--- config.mk ---
export PLATFORM = sky130hd
export DESIGN_NAME = ueb_ep_ctrl
export DESIGN_NICKNAME = d
export VERILOG_FILES = /design/src/ueb_pkg.sv /design/src/ueb_pin_sync.sv /design/src/ueb_ep_ctrl.sv
export SDC_FILE = /design/constraint.sdc
export NUM_CORES = 1
export LEC_CHECK = 0
export CORE_UTILIZATION = 60
export CTS_BUF_LIST = sky130_fd_sc_hd__clkbuf_4 sky130_fd_sc_hd__clkbuf_8 sky130_fd_sc_hd__clkbuf_16
export CTS_CLUSTER_SIZE = 10
export DETAILED_ROUTE_END_ITERATION = 8
export DONT_BUFFER_PORTS = 1
export PLACE_DENSITY_LB_ADDON = 0.05
export SLEW_MARGIN = 5
export SYNTH_ARGS = -nofsm -noshare
export SYNTH_HDL_FRONTEND = slang
export SYNTH_SLANG_ARGS = --single-unit
--- constraint.sdc ---
create_clock -name i_mclk -period 10.5 [get_ports i_mclk]
set_clock_uncertainty 0.1 [all_clocks]
set_input_delay 1.05 -clock i_mclk [delete_from_list [all_inputs] [get_ports i_mclk]]
set_output_delay 1.05 -clock i_mclk [all_outputs]
set_load 0.01 [all_outputs]
--- src/ueb_pkg.sv ---
// Purpose: constants shared by the endpoint buffer control block
// Assumes: one clock i_mclk at 100 MHz, asynchronous active-high reset
// Notes: command codes are one byte, low nibble selects the endpoint
//
// What this block does
// - codes 40h..4Fh set the halt flag of the addressed endpoint, no data
// - codes 80h..8Fh clear the halt flag of the addressed endpoint, no data
// - stall and unstall act through the halt bit of the endpoint status
// - a SETUP token unstalls a halted control endpoint unless a stall command lands in the same cycle
// - leaving the halted state flushes the buffer and resets toggle to DATA0
// - codes 61h..6Fh mark the addressed IN buffer full and valid
// - a validated IN buffer goes out on the next IN token to that endpoint
// - on double-buffered endpoints validate and clear swap the firmware bank
// - codes 70h, 72h..7Fh empty and release an OUT buffer; 71h does nothing
// - a complete OUT packet sets the buffer-full flag of that endpoint
// - a full, unreleased OUT buffer answers further packets with NAK
// - codes D0h..DFh return a status copy and change no pending bit and no status bit but bit 3
// - status bit 7 shows the halt flag
// - status bit 6 shows second bank full, bit 5 first bank full
// - status bit 4 shows the data toggle expected next
// - bit 3 sets when a new setup replaces unacknowledged, unstalled setup
// - a D0h status read clears bit 3 only once setup storing has finished
// - status bit 2 shows that the buffer holds a setup packet
// - status bit 1 shows the firmware bank; bit 0 reads zero
// - the destructive read 50h..5Fh clears the endpoint pending bit
// - a setup blocks validate and clear on both control endpoints until F4h

package ueb_pkg;

    localparam int NUM_EP = 16;

    // ************************************************
    // command opcodes (upper nibble) and fixed codes
    // ************************************************
    localparam logic [3:0] OP_STALL = 4'h4;
    localparam logic [3:0] OP_DRAIN = 4'h5;
    localparam logic [3:0] OP_VALID = 4'h6;
    localparam logic [3:0] OP_CLEAR = 4'h7;
    localparam logic [3:0] OP_UNSTALL = 4'h8;
    localparam logic [3:0] OP_PEEK = 4'hD;
    localparam logic [7:0] CMD_ACK_SETUP = 8'hF4;
    localparam logic [3:0] EP_CTRL_OUT = 4'h0;
    localparam logic [3:0] EP_CTRL_IN = 4'h1;

    // ************************************************
    // status byte layout
    // ************************************************
    localparam int ST_HALT = 7;
    localparam int ST_FULL1 = 6;
    localparam int ST_FULL0 = 5;
    localparam int ST_TOGGLE = 4;
    localparam int ST_CLOBBER = 3;
    localparam int ST_SETUP = 2;
    localparam int ST_BANK = 1;
    localparam logic [7:0] STATUS_RST = 8'h00;

    // ************************************************
    // token kinds and handshake answers
    // ************************************************
    localparam logic [1:0] TOK_OUT = 2'h0;
    localparam logic [1:0] TOK_IN = 2'h1;
    localparam logic [1:0] TOK_SETUP = 2'h2;
    localparam logic [1:0] HS_ACK = 2'h0;
    localparam logic [1:0] HS_NAK = 2'h1;
    localparam logic [1:0] HS_STALL = 2'h2;
    localparam logic [1:0] HS_DATA = 2'h3;

    // ************************************************
    // pin synchroniser: {cs_n, wr_n, rd_n, a0, data[7:0]}
    // ************************************************
    localparam int PIN_W = 12;
    localparam logic [11:0] PIN_RST = 12'hE00;

endpackage

--- src/ueb_pin_sync.sv ---
// Purpose: three-stage synchroniser for the command port pins
// Assumes: pins are asynchronous to i_mclk
// Notes: a level is accepted only when stages two and three agree
`timescale 1ns/10ps

module ueb_pin_sync #(
    parameter int W = 12,
    parameter logic [11:0] RST = 12'h000
) (
    input wire logic i_mclk,
    input wire logic i_rst,
    input wire logic [W-1:0] i_pin,
    output logic [W-1:0] o_level
);

    // ************************************************
    // per-bit chain
    // ************************************************
    genvar b;
    generate
        for (b = 0; b < W; b++) begin : g_bit
            logic s1_r;
            logic s2_r;
            logic s3_r;
            logic lvl_r;
            // s1 feeds only s2, so metastability never reaches the compare
            always_ff @(posedge i_mclk or posedge i_rst) begin
                if (i_rst) begin
                    s1_r <= RST[b];
                    s2_r <= RST[b];
                    s3_r <= RST[b];
                    lvl_r <= RST[b];
                end else begin
                    s1_r <= i_pin[b];
                    s2_r <= s1_r;
                    s3_r <= s2_r;
                    if (s2_r == s3_r) begin
                        lvl_r <= s3_r;
                    end
                end
            end
            assign o_level[b] = lvl_r;
        end
    endgenerate

endmodule

--- src/ueb_ep_ctrl.sv ---
// Purpose: command-driven stall, validate, clear and status control of 16 endpoints
// Assumes: usb-side event inputs come from logic on i_mclk
// Notes: command port pins are synchronised; strobe acts when wr_n rises
`timescale 1ns/10ps

module ueb_ep_ctrl (
    input wire logic i_mclk,
    input wire logic i_rst,
    // command/data port pins
    input wire logic i_cs_n,
    input wire logic i_wr_n,
    input wire logic i_rd_n,
    input wire logic i_a0,
    input wire logic [7:0] i_data,
    output logic [7:0] o_data,
    output logic o_data_oe_n,
    // double-buffer enables per endpoint
    input wire logic [15:0] i_dbl_buf,
    // usb side
    input wire logic i_tok_stb,
    input wire logic [1:0] i_tok_kind,
    input wire logic [3:0] i_tok_ep,
    input wire logic i_rx_ok,
    input wire logic i_tx_ack,
    input wire logic [3:0] i_evt_ep,
    input wire logic i_setup_done,
    output logic o_hs_valid,
    output logic [1:0] o_hs_code,
    output logic o_tx_bank,
    output logic [15:0] o_flush,
    output logic [15:0] o_int_pend,
    output logic o_setup_lock
);

    // ************************************************
    // pin capture and write strobe
    // ************************************************
    logic [11:0] pin_lvl;
    logic wr_n_prev_r;
    logic [7:0] rd_byte_r;
    logic oe_n_r;

    ueb_pin_sync #(
        .W(ueb_pkg::PIN_W),
        .RST(ueb_pkg::PIN_RST)
    ) u_sync (
        .i_mclk(i_mclk),
        .i_rst(i_rst),
        .i_pin({i_cs_n, i_wr_n, i_rd_n, i_a0, i_data}),
        .o_level(pin_lvl)
    );

    wire cs_n_s = pin_lvl[11];
    wire wr_n_s = pin_lvl[10];
    wire rd_n_s = pin_lvl[9];
    wire a0_s = pin_lvl[8];
    wire [7:0] data_s = pin_lvl[7:0];

    // command taken on the rising edge of wr_n while selected and a0 high
    wire cmd_stb = wr_n_s & ~wr_n_prev_r & ~cs_n_s & a0_s;
    wire [3:0] cmd_op = data_s[7:4];
    wire [3:0] cmd_ep = data_s[3:0];
    wire ack_setup = cmd_stb & (data_s == ueb_pkg::CMD_ACK_SETUP);
    wire rd_drive = ~cs_n_s & ~rd_n_s & ~a0_s;

    // ************************************************
    // endpoint state
    // ************************************************
    logic [15:0] halt_r, full0_r, full1_r, tog_r, clob_r, setp_r, cbank_r, ubank_r, pend_r;
    logic [15:0] halt_nxt, full0_nxt, full1_nxt, tog_nxt, clob_nxt, setp_nxt;
    logic [15:0] cbank_nxt, ubank_nxt, pend_nxt, flush_v;
    logic [7:0] st_w [16];
    logic lock_r;
    logic setup_busy_r;

    wire setup_tok = i_tok_stb & (i_tok_kind == ueb_pkg::TOK_SETUP);

    genvar e;
    generate
        for (e = 0; e < ueb_pkg::NUM_EP; e++) begin : g_ep
            localparam logic [3:0] EP = 4'(e);
            localparam bit IS_CTRL = (e < 2);
            wire hit = cmd_stb & (cmd_ep == EP);
            wire blocked = IS_CTRL & lock_r;
            wire stall_hit = hit & (cmd_op == ueb_pkg::OP_STALL);
            wire unstall_hit = hit & (cmd_op == ueb_pkg::OP_UNSTALL);
            wire valid_hit = hit & (cmd_op == ueb_pkg::OP_VALID)
                & (EP != ueb_pkg::EP_CTRL_OUT) & ~blocked;
            wire clear_hit = hit & (cmd_op == ueb_pkg::OP_CLEAR)
                & (EP != ueb_pkg::EP_CTRL_IN) & ~blocked;
            wire peek_hit = hit & (cmd_op == ueb_pkg::OP_PEEK);
            wire drain_hit = hit & (cmd_op == ueb_pkg::OP_DRAIN);
            wire setup_here = setup_tok & IS_CTRL;
            wire evt_here = i_evt_ep == EP;
            wire rx_here = i_rx_ok & evt_here;
            wire tx_here = i_tx_ack & evt_here;
            wire dbl = i_dbl_buf[e];
            wire sdone = i_setup_done & (EP == ueb_pkg::EP_CTRL_OUT);
            // any way out of the halted state re-initialises the endpoint
            wire flush = halt_r[e] & (unstall_hit | setup_here);
            wire c_swap = (valid_hit | clear_hit) & dbl;
            wire u_swap = (rx_here | tx_here) & dbl;
            wire [1:0] clr_b = {(clear_hit & cbank_r[e]) | (tx_here & ubank_r[e]),
                                (clear_hit & ~cbank_r[e]) | (tx_here & ~ubank_r[e])};
            wire [1:0] set_b = {(valid_hit & cbank_r[e]) | (rx_here & ubank_r[e]),
                                (valid_hit & ~cbank_r[e]) | (rx_here & ~ubank_r[e]) | sdone};

            assign flush_v[e] = flush;
            // a re-stall in the cycle of a setup wins, so firmware keeps the halt
            assign halt_nxt[e] = stall_hit | (halt_r[e] & ~unstall_hit & ~setup_here);
            // sets are applied after clears, so a coinciding event is not lost
            assign full0_nxt[e] = (full0_r[e] & ~flush & ~clr_b[0]) | set_b[0];
            assign full1_nxt[e] = (full1_r[e] & ~flush & ~clr_b[1]) | set_b[1];
            assign tog_nxt[e] = flush ? 1'b0 : (tog_r[e] ^ (rx_here | tx_here));
            assign cbank_nxt[e] = flush ? 1'b0 : (cbank_r[e] ^ c_swap);
            assign ubank_nxt[e] = flush ? 1'b0 : (ubank_r[e] ^ u_swap);
            if (e == 0) begin : g_setup
                wire clob_set = setup_tok & setp_r[e] & lock_r & ~halt_r[e];
                wire clob_clr = peek_hit & ~setup_busy_r;
                assign clob_nxt[e] = clob_set | (clob_r[e] & ~clob_clr);
                assign setp_nxt[e] = setup_tok | (setp_r[e] & ~clear_hit);
            end else begin : g_plain
                assign clob_nxt[e] = 1'b0;
                assign setp_nxt[e] = 1'b0;
            end
            // the snapshot read leaves pending alone; only the destructive one clears
            assign pend_nxt[e] = rx_here | tx_here | (setup_tok & (e == 0))
                | (pend_r[e] & ~drain_hit);
            assign st_w[e] = {halt_r[e], full1_r[e], full0_r[e], tog_r[e],
                              clob_r[e], setp_r[e], cbank_r[e], 1'b0};
        end
    endgenerate

    always_ff @(posedge i_mclk or posedge i_rst) begin
        if (i_rst) begin
            halt_r <= 16'h0000;
            full0_r <= 16'h0000;
            full1_r <= 16'h0000;
            tog_r <= 16'h0000;
            clob_r <= 16'h0000;
            setp_r <= 16'h0000;
            cbank_r <= 16'h0000;
            ubank_r <= 16'h0000;
            pend_r <= 16'h0000;
        end else begin
            halt_r <= halt_nxt;
            full0_r <= full0_nxt;
            full1_r <= full1_nxt;
            tog_r <= tog_nxt;
            clob_r <= clob_nxt;
            setp_r <= setp_nxt;
            cbank_r <= cbank_nxt;
            ubank_r <= ubank_nxt;
            pend_r <= pend_nxt;
        end
    end

    // ************************************************
    // setup lock and storing flag
    // ************************************************
    wire lock_nxt = setup_tok | (lock_r & ~ack_setup);
    wire busy_nxt = setup_tok | (setup_busy_r & ~i_setup_done);

    always_ff @(posedge i_mclk or posedge i_rst) begin
        if (i_rst) begin
            lock_r <= 1'b0;
            setup_busy_r <= 1'b0;
        end else begin
            lock_r <= lock_nxt;
            setup_busy_r <= busy_nxt;
        end
    end

    // ************************************************
    // token answers
    // ************************************************
    wire [7:0] tok_st = st_w[i_tok_ep];
    wire tok_ubank = ubank_r[i_tok_ep];
    wire tok_full = tok_ubank ? tok_st[ueb_pkg::ST_FULL1] : tok_st[ueb_pkg::ST_FULL0];
    logic [1:0] hs_sel;
    always_comb begin
        if (i_tok_kind == ueb_pkg::TOK_SETUP) begin
            hs_sel = ueb_pkg::HS_ACK;
        end else if (tok_st[ueb_pkg::ST_HALT]) begin
            hs_sel = ueb_pkg::HS_STALL;
        end else if (i_tok_kind == ueb_pkg::TOK_IN) begin
            hs_sel = tok_full ? ueb_pkg::HS_DATA : ueb_pkg::HS_NAK;
        end else begin
            hs_sel = tok_full ? ueb_pkg::HS_NAK : ueb_pkg::HS_ACK;
        end
    end

    logic hs_valid_r;
    logic [1:0] hs_code_r;
    logic tx_bank_r;
    logic [15:0] flush_r;

    always_ff @(posedge i_mclk or posedge i_rst) begin
        if (i_rst) begin
            hs_valid_r <= 1'b0;
            hs_code_r <= ueb_pkg::HS_ACK;
            tx_bank_r <= 1'b0;
            flush_r <= 16'h0000;
        end else begin
            hs_valid_r <= i_tok_stb;
            if (i_tok_stb) begin
                hs_code_r <= hs_sel;
                tx_bank_r <= tok_ubank;
            end
            flush_r <= flush_v;
        end
    end

    // ************************************************
    // status read path
    // ************************************************
    wire stat_load = cmd_stb & ((cmd_op == ueb_pkg::OP_PEEK) | (cmd_op == ueb_pkg::OP_DRAIN));
    wire [7:0] stat_sel = st_w[cmd_ep];

    always_ff @(posedge i_mclk or posedge i_rst) begin
        if (i_rst) begin
            wr_n_prev_r <= 1'b1;
            rd_byte_r <= ueb_pkg::STATUS_RST;
            oe_n_r <= 1'b1;
        end else begin
            wr_n_prev_r <= wr_n_s;
            if (stat_load) begin
                rd_byte_r <= stat_sel;
            end
            oe_n_r <= ~rd_drive;
        end
    end

    assign o_data = rd_byte_r;
    assign o_data_oe_n = oe_n_r;
    assign o_hs_valid = hs_valid_r;
    assign o_hs_code = hs_code_r;
    assign o_tx_bank = tx_bank_r;
    assign o_flush = flush_r;
    assign o_int_pend = pend_r;
    assign o_setup_lock = lock_r;
endmodule

==> results of run 1 <==
==> Yosys cell counts, types with 6 or more instances <==
library cell  count  share of area [%]
mux4_1           12                3.4
o32a_1            6               0.64
xnor2_1          19                1.8
and3_1           17                1.1
o211ai_1          7               0.56
dfstp_2          14                3.9
a311oi_1          7               0.65
nor2b_1          13               0.87
nand3_1          59                3.1
nor2_1           82                3.3
clkbuf_1         38                1.5
o31ai_1           9               0.72
nand2b_1          6               0.40
nor3_1           35                1.9
nand4b_1          7               0.65
buf_2            14               0.75
dfrtp_1         179                 48
mux4_2           29                6.9
or3_1             9               0.60
mux2i_1           6               0.64
mux2_2            7               0.84
xor2_1           29                2.7
nand4_1          17                1.1
maj3_1           13                1.4
o21ai_0          69                3.7
inv_1            13               0.52
nand2_1          92                3.7
==> metrics by stage <==
step / cells / hold WS [ns] / setup slack (ns) / area [µm²] / power [mW]
floorplan: 865 / 0.231 / 4.12 / 9400 / 1.34
global placement: 1024 / 0.233 / 7.65 / 9450 / 1.47
detailed placement: 1024 / 0.236 / 7.63 / 9450 / 1.49
CTS: 1056 / 0.253 / 7.61 / 10100 / 2.14
global route: 1056 / 0.262 / 7.43 / 10100 / 2.23
finish: 1057 / 0.254 / 7.48 / 10100 / 2.15
==> power groups by stage <==
stage          Clock [mW]  Sequential (mW)  Combinational, mW
2_1_floorplan           0            0.996              0.341
3_3_place_gp            0             1.08              0.395
3_5_place_dp            0             1.08              0.408
4_1_cts             0.663             1.07              0.410
5_1_grt             0.690             1.09              0.450
6_report            0.657             1.08              0.416
==> routing by layer <==
layer,vias to the layer above,global-route usage (%),wire length [µm]
li1,3063,-,-
met1,3695,52.1,11600
met2,477,51.9,12300
met3,102,11.6,3150
met4,0,21.4,1500
met5,-,0,0
==> flip-flops by register name, indices dropped and copies added, names as in the netlist, 2 cells and up <==
register,cells
halt_r,16
o_flush,16
full0_r,16
o_hs_code,2
u_sync.g_bit.s2_r,12
u_sync.g_bit.s1_r,12
o_data,7
full1_r,16
cbank_r,16
o_int_pend,16
tog_r,16
ubank_r,16
u_sync.g_bit.s3_r,12
u_sync.g_bit.lvl_r,12
==> cell type report <==
cell class | instances | share of cell area, %
diodes | 1 | 0.0249
clock buffers | 17 | 4.23
clock inverters | 15 | 1.74
inverters | 13 | 0.560
multi-input cells | 600 | 42.1
flip-flops and latches | 193 | 48.2
well taps | 211 | 2.63
repair buffers | 7 | 0.523
==> worst min-delay path by stage <==
| stage | end | from | slack, ns | depth (start not counted) |
|---|---|---|---|---|
| after floorplan | u_sync.g_bit[0].s2_r | u_sync.g_bit[0].s1_r | 0.23 | 0 |
| after global placement | u_sync.g_bit[2].s2_r | u_sync.g_bit[2].s1_r | 0.23 | 0 |
| after detailed placement | u_sync.g_bit[3].s2_r | u_sync.g_bit[3].s1_r | 0.24 | 0 |
| after CTS | u_sync.g_bit[3].s2_r | u_sync.g_bit[3].s1_r | 0.25 | 0 |
| after global routing | u_sync.g_bit[11].s2_r | u_sync.g_bit[11].s1_r | 0.26 | 0 |
| final | u_sync.g_bit[3].s2_r | u_sync.g_bit[3].s1_r | 0.25 | 0 |
==> worst max-delay path, delay by kind of cell (launching register included) <==
kind             cells  cell delay, ns
DFF                  1            0.55
and+or+nand+nor      5            2.23
==> cell families after synthesis <==
family,after synthesis
simple gates,359
flops,193
compound gates,125
buf+inv,72
mux,54
xor+xnor,48
fa+ha+maj,13
other cells,1
==> key figures, run 1 <==
Synth
  – Syn nets: 909
  – Post-synthesis simple-gate area fraction: 18.8%
  – Post-synthesis mux area share: 11.8%
  – Largest family of logic cells by synthesized area: simple AND/OR/NAND/NOR gates
  – Post-synthesis sequential area ratio: 51.6%
  – Ys flop type: dfrtp_1
  – Post-Synth Adder-Cell Area: 1.38%
  – Cell area after synthesis: 9400 µm²
  – #FFs+latches synth: 193
  – Synth warn: 0
  – Syn Inst Count: 865
  – Xor and xnor area share after synthesis: 4.47%
  – Post-synth EDFFs: 0
  – Asr flop ratio synth: 100%
  – Syn Area/Cell: 10.9 µm²
  – Synth cell types: 59
  – Compound-Gate Fraction of Synth Area: 8.56%

Cells and area
  – Layout cells sized above 1: 11.4%
  – Number of fill cells: 1147
  – Reg area: 4850 µm²
  – Multi-input gate area: 4230 µm²
  – Final core occ: 65.9%
  – Most frequent cells in the layout: 179 x dfrtp_1, 92 x nand2_1, 82 x nor2_1
  – Most common cell after layout, fill and taps aside: dfrtp_1
  – NumNets Final: 876
  – Area Growth Syn to Fin: 6.95%

Floorplan
  – Core Area: 15300 µm²
  – Chip width: 127 µm
  – FP Rows: 45
  – # IOs: 90
  – DIE AREA: 16200 µm²
  – Die height: 127 µm
  – Initial core utilization: 61.6%

Job
  – Max-cap viol count: 0

Critical path
  – CP required: 10.71 ns
  – Worst setup endpoint: full0_r[5]
  – CP max stage delay: 0.99 ns
  – R2r setup slk: 7.48 ns
  – Worst Reg2Reg Path Length in Cells: 5
  – Worst path slowest cell: nor3b_2
  – Crit-path cells: nand4bb_1 > nor3b_2 > and3_1 > nor3_1 > or3_1
  – Reg2reg start: u_sync.g_bit[10].lvl_r
  – Worst Path Arrival: 3.23 ns
  – CP Max Fanout: 17
  – CP endpoint kind: flip-flop
  – Crit Reg-Reg Endpoint: full0_r[5]
  – Kind of critical path: flip-flop to flip-flop
  – Worst setup SP type: flip-flop
  – CP startpoint: u_sync.g_bit[10].lvl_r

Clock tree
  – Post-CTS setup buffers: 0
  – CTS root buf: clkbuf_16
  – CTS H-tree depth: 4
  – CTS tree: yes
  – Num CTS Buffers: 17
  – Clock transition at the registers of the reported paths: 0.08 ns
  – Post-cts sizing count: 0
  – Worst-Skew Late Latency: 0.45 ns
  – Max Root-Sink Buffers: 2
  – Post-CTS Hold Buffers: 0
  – Clock sinks: 193

Timing
  – Final hold violation count: 0
  – Final number of max-transition violations: 0
  – Final setup fails: 0
  – RSZ-0062 raised after global routing: no
  – Fmax: 0.331 GHz
  – Period Utilization, post-route: 28.7%
  – Slew headroom: 27.2%
  – Minimum clock period: 3.02 ns
  – Worst Max-Slew Pin Slew: 1.09 ns
  – Total negative slack: 0 ns

Power
  – Internal Power: 1.45 mW
  – Clock Power Share: 30.5%
  – Reg power frac: 50.1%
  – P per Cell Area: 214 nW/µm²
  – Combinational Power Share: 19.3%
  – Leak: 4.07 nW
  – Max IR drop VDD: 138 µV
  – Sw frac: 32.6%
  – NetSw: 0.702 mW

Routing
  – Vias per inst: 6.94
  – 1st-iter DRT viols: 878
  – Vias: 7337
  – Drt drc: 0
  – Routed wire length: 28500 µm
  – Drt pass-1 iters: 5
  – Routed WL per cell: 27.0 µm
  – Post-route ant nets: 0

GRT
  – Initial antenna violation count: 0
  – Total GRT Usage: 37.3%
  – Largest net degree at the start of global routing: 118
  – Global-route wire length before repair: 43400 µm
  – Total gr overflow: 0
  – Vias in the first global route: 7163

Placement
  – Final GP Congestion: 1.02
  – DPL Wire Length: 19600 µm
  – Port Buffer Count: 0

Hold path
  – Worst Hold Class: flip-flop to flip-flop

Status
  – Status: complete, no violations
Note: power is estimated with default switching activity, not from simulation.
==> inputs of run 2 (changes only) <==
Settings changed: CORE_UTILIZATION 60 to 58.
Clock period 10.5 ns to 2.5 ns, I/O delays scaled along.
==> run 2 against run 1 <==
Setup slack worse by 7.3 ns. Total power increased to 4.3 times the previous value. Clock power grew to 4.2 times the previous value. Final cell count up 9.3%. Sequential cell count did not move. Combinational power rose to 4.6 times the previous value. Non-clock buffer count increased by 94. Critical endpoint is now cbank_r[1]. Hold slack got worse by 0.25 ns.
==> key figures, run 2 (synthesis results as in run 1) <==
Status
  – Status: complete, no violations

GRT
  – Vias in the first global route: 7554
  – Total GRT Usage: 38.8%
  – Initial antenna violation count: 0
  – Global-route wire length before repair: 46400 µm
  – Largest net degree at the start of global routing: 59
  – Total gr overflow: 0

Critical path
  – Worst setup endpoint: cbank_r[1]
  – Worst setup SP type: flip-flop
  – Worst path slowest cell: dfstp_2
  – Crit-path cells: nand4bb_1 > or3_1 > nor4_2 > nand2_1 > xor2_1 > nor2_1
  – CP endpoint kind: flip-flop
  – Worst Path Arrival: 2.58 ns
  – Crit Reg-Reg Endpoint: cbank_r[1]
  – CP required: 2.73 ns
  – Kind of critical path: flip-flop to flip-flop
  – CP startpoint: u_sync.g_bit[10].lvl_r
  – CP Max Fanout: 7
  – R2r setup slk: 0.15 ns
  – Worst Reg2Reg Path Length in Cells: 6
  – Reg2reg start: u_sync.g_bit[10].lvl_r
  – CP max stage delay: 0.56 ns

Routing
  – Routed wire length: 30300 µm
  – Drt drc: 0
  – Vias per inst: 6.76
  – Drt pass-1 iters: 6
  – Post-route ant nets: 0
  – Vias: 7813
  – Routed WL per cell: 26.3 µm
  – 1st-iter DRT viols: 1087

Floorplan
  – Die height: 129 µm
  – # IOs: 90
  – DIE AREA: 16700 µm²
  – FP Rows: 46
  – Chip width: 129 µm
  – Core Area: 15800 µm²
  – Initial core utilization: 59.4%

Power
  – Clock Power Share: 29.9%
  – Reg power frac: 49.2%
  – Combinational Power Share: 20.9%
  – Sw frac: 33.2%
  – P per Cell Area: 840 nW/µm²
  – Internal Power: 6.14 mW
  – Leak: 4.55 nW
  – Max IR drop VDD: 544 µV
  – NetSw: 3.06 mW
  – Pwr Total: 9.20 mW

Timing
  – RSZ-0062 raised after global routing: no
  – Slew headroom: 47.7%
  – Period Utilization, post-route: 93.8%
  – Final hold violation count: 0
  – Minimum clock period: 2.35 ns
  – Fmax: 0.426 GHz
  – Final setup fails: 0
  – Worst Max-Slew Pin Slew: 0.783 ns
  – Min Hold Slack: 0.00290 ns
  – Final number of max-transition violations: 0

Clock tree
  – Num CTS Buffers: 17
  – Post-cts sizing count: 0
  – Clock transition at the registers of the reported paths: 0.07 ns
  – Clock sinks: 193
  – Max Root-Sink Buffers: 2
  – CTS H-tree depth: 4
  – CTS tree: yes
  – CTS root buf: clkbuf_16
  – Worst-Skew Late Latency: 0.45 ns

Cells and area
  – Number of fill cells: 1192
  – NumNets Final: 970
  – Ant diodes: 0
  – Multi-input gate area: 4230 µm²
  – Most frequent cells in the layout: 179 x dfrtp_1, 92 x nand2_1, 82 x nor2_1
  – Final core occ: 69.2%
  – Reg area: 4850 µm²
  – Area Growth Syn to Fin: 16.5%
  – Most common cell after layout, fill and taps aside: dfrtp_1
  – Layout cells sized above 1: 16.0%

Hold path
  – Worst Hold Class: primary input to flip-flop
  – Hold Startpoint: i_evt_ep[0]

Placement
  – Port Buffer Count: 0
  – DPL Wire Length: 21100 µm
  – Final GP Congestion: 1.06

Job
  – Max-cap viol count: 0
run 2: cell count changes in the layout (fill, tap and decap cells not counted), moves of 2 or more:
| cell | delta |
|---|---|
| buf_4 | +47 |
| clkinv_8 | +2 |
| inv_8 | -4 |
| buf_12 | +7 |
| inv_6 | +3 |
| dlygate4sd3_1 | +40 |
| clkinvlp_4 | -2 |
run 2: repair_timing:
| item | CTS | global route |
|---|---|---|
| hold endpoints to repair | 72 | 0 |
| setup buffers | 0 | 0 |
| hold buffers | 40 | 0 |
run 2: area by class of cell:
| class | instances | area share [%] |
|---|---|---|
| multi-input combinational | 600 | 38.6 |
| tap | 216 | 2.47 |
| clock buffer | 18 | 4.01 |
| sequential | 193 | 44.3 |
| inverter | 13 | 0.480 |
| clock inverter | 14 | 1.50 |
| timing repair buffer | 101 | 8.64 |
run 2: how the worst min path moves through the flow:
stage,endpoint,depth (start not counted)
4_1_cts,full1_r[11],3
5_1_grt,ubank_r[8],3
3_3_place_gp,u_sync.g_bit[8].s2_r,1
3_5_place_dp,o_flush[0],1
2_1_floorplan,u_sync.g_bit[10].s1_r,0
6_report,full1_r[11],3
run 2: metrics by stage:
| stage | TNS (ns) | cell area, µm² | std cells | setup WS [ns] |
|---|---|---|---|---|
| final | 0 | 11000 | 1155 | 0.154 |
| after detailed placement | 0 | 9950 | 1083 | 0.251 |
| after global routing | 0 | 11000 | 1155 | 0.0174 |
| after global placement | 0 | 9950 | 1083 | 0.299 |
| after CTS | 0 | 11000 | 1155 | 0.230 |
| after floorplan | -58.89 | 9410 | 865 | -0.329 |
run 2: layer usage:
metal	share of wire [%]	track usage [%]	vias up
met5	0	0	-
met4	4.1	15.7	0
met3	12	10.9	108
met2	45	58.0	546
met1	39	53.9	3908
li1	-	-	3251
run 2: worst max-delay path: cells and delay by family (launching register included):
family / cells / cell delay (ns)
XOR/XNOR: 1 / 0.18
flip-flops: 1 / 0.56
AND/OR/NAND/NOR: 5 / 1.39
run 2: power groups by stage:
stage / registers, mW / logic [mW] / clock network, mW
after floorplan: 4.18 / 1.43 / 0
after global placement: 4.50 / 1.76 / 0
after detailed placement: 4.52 / 1.82 / 0
after CTS: 4.48 / 1.89 / 2.76
after global routing: 4.57 / 2.08 / 2.90
final: 4.53 / 1.92 / 2.75
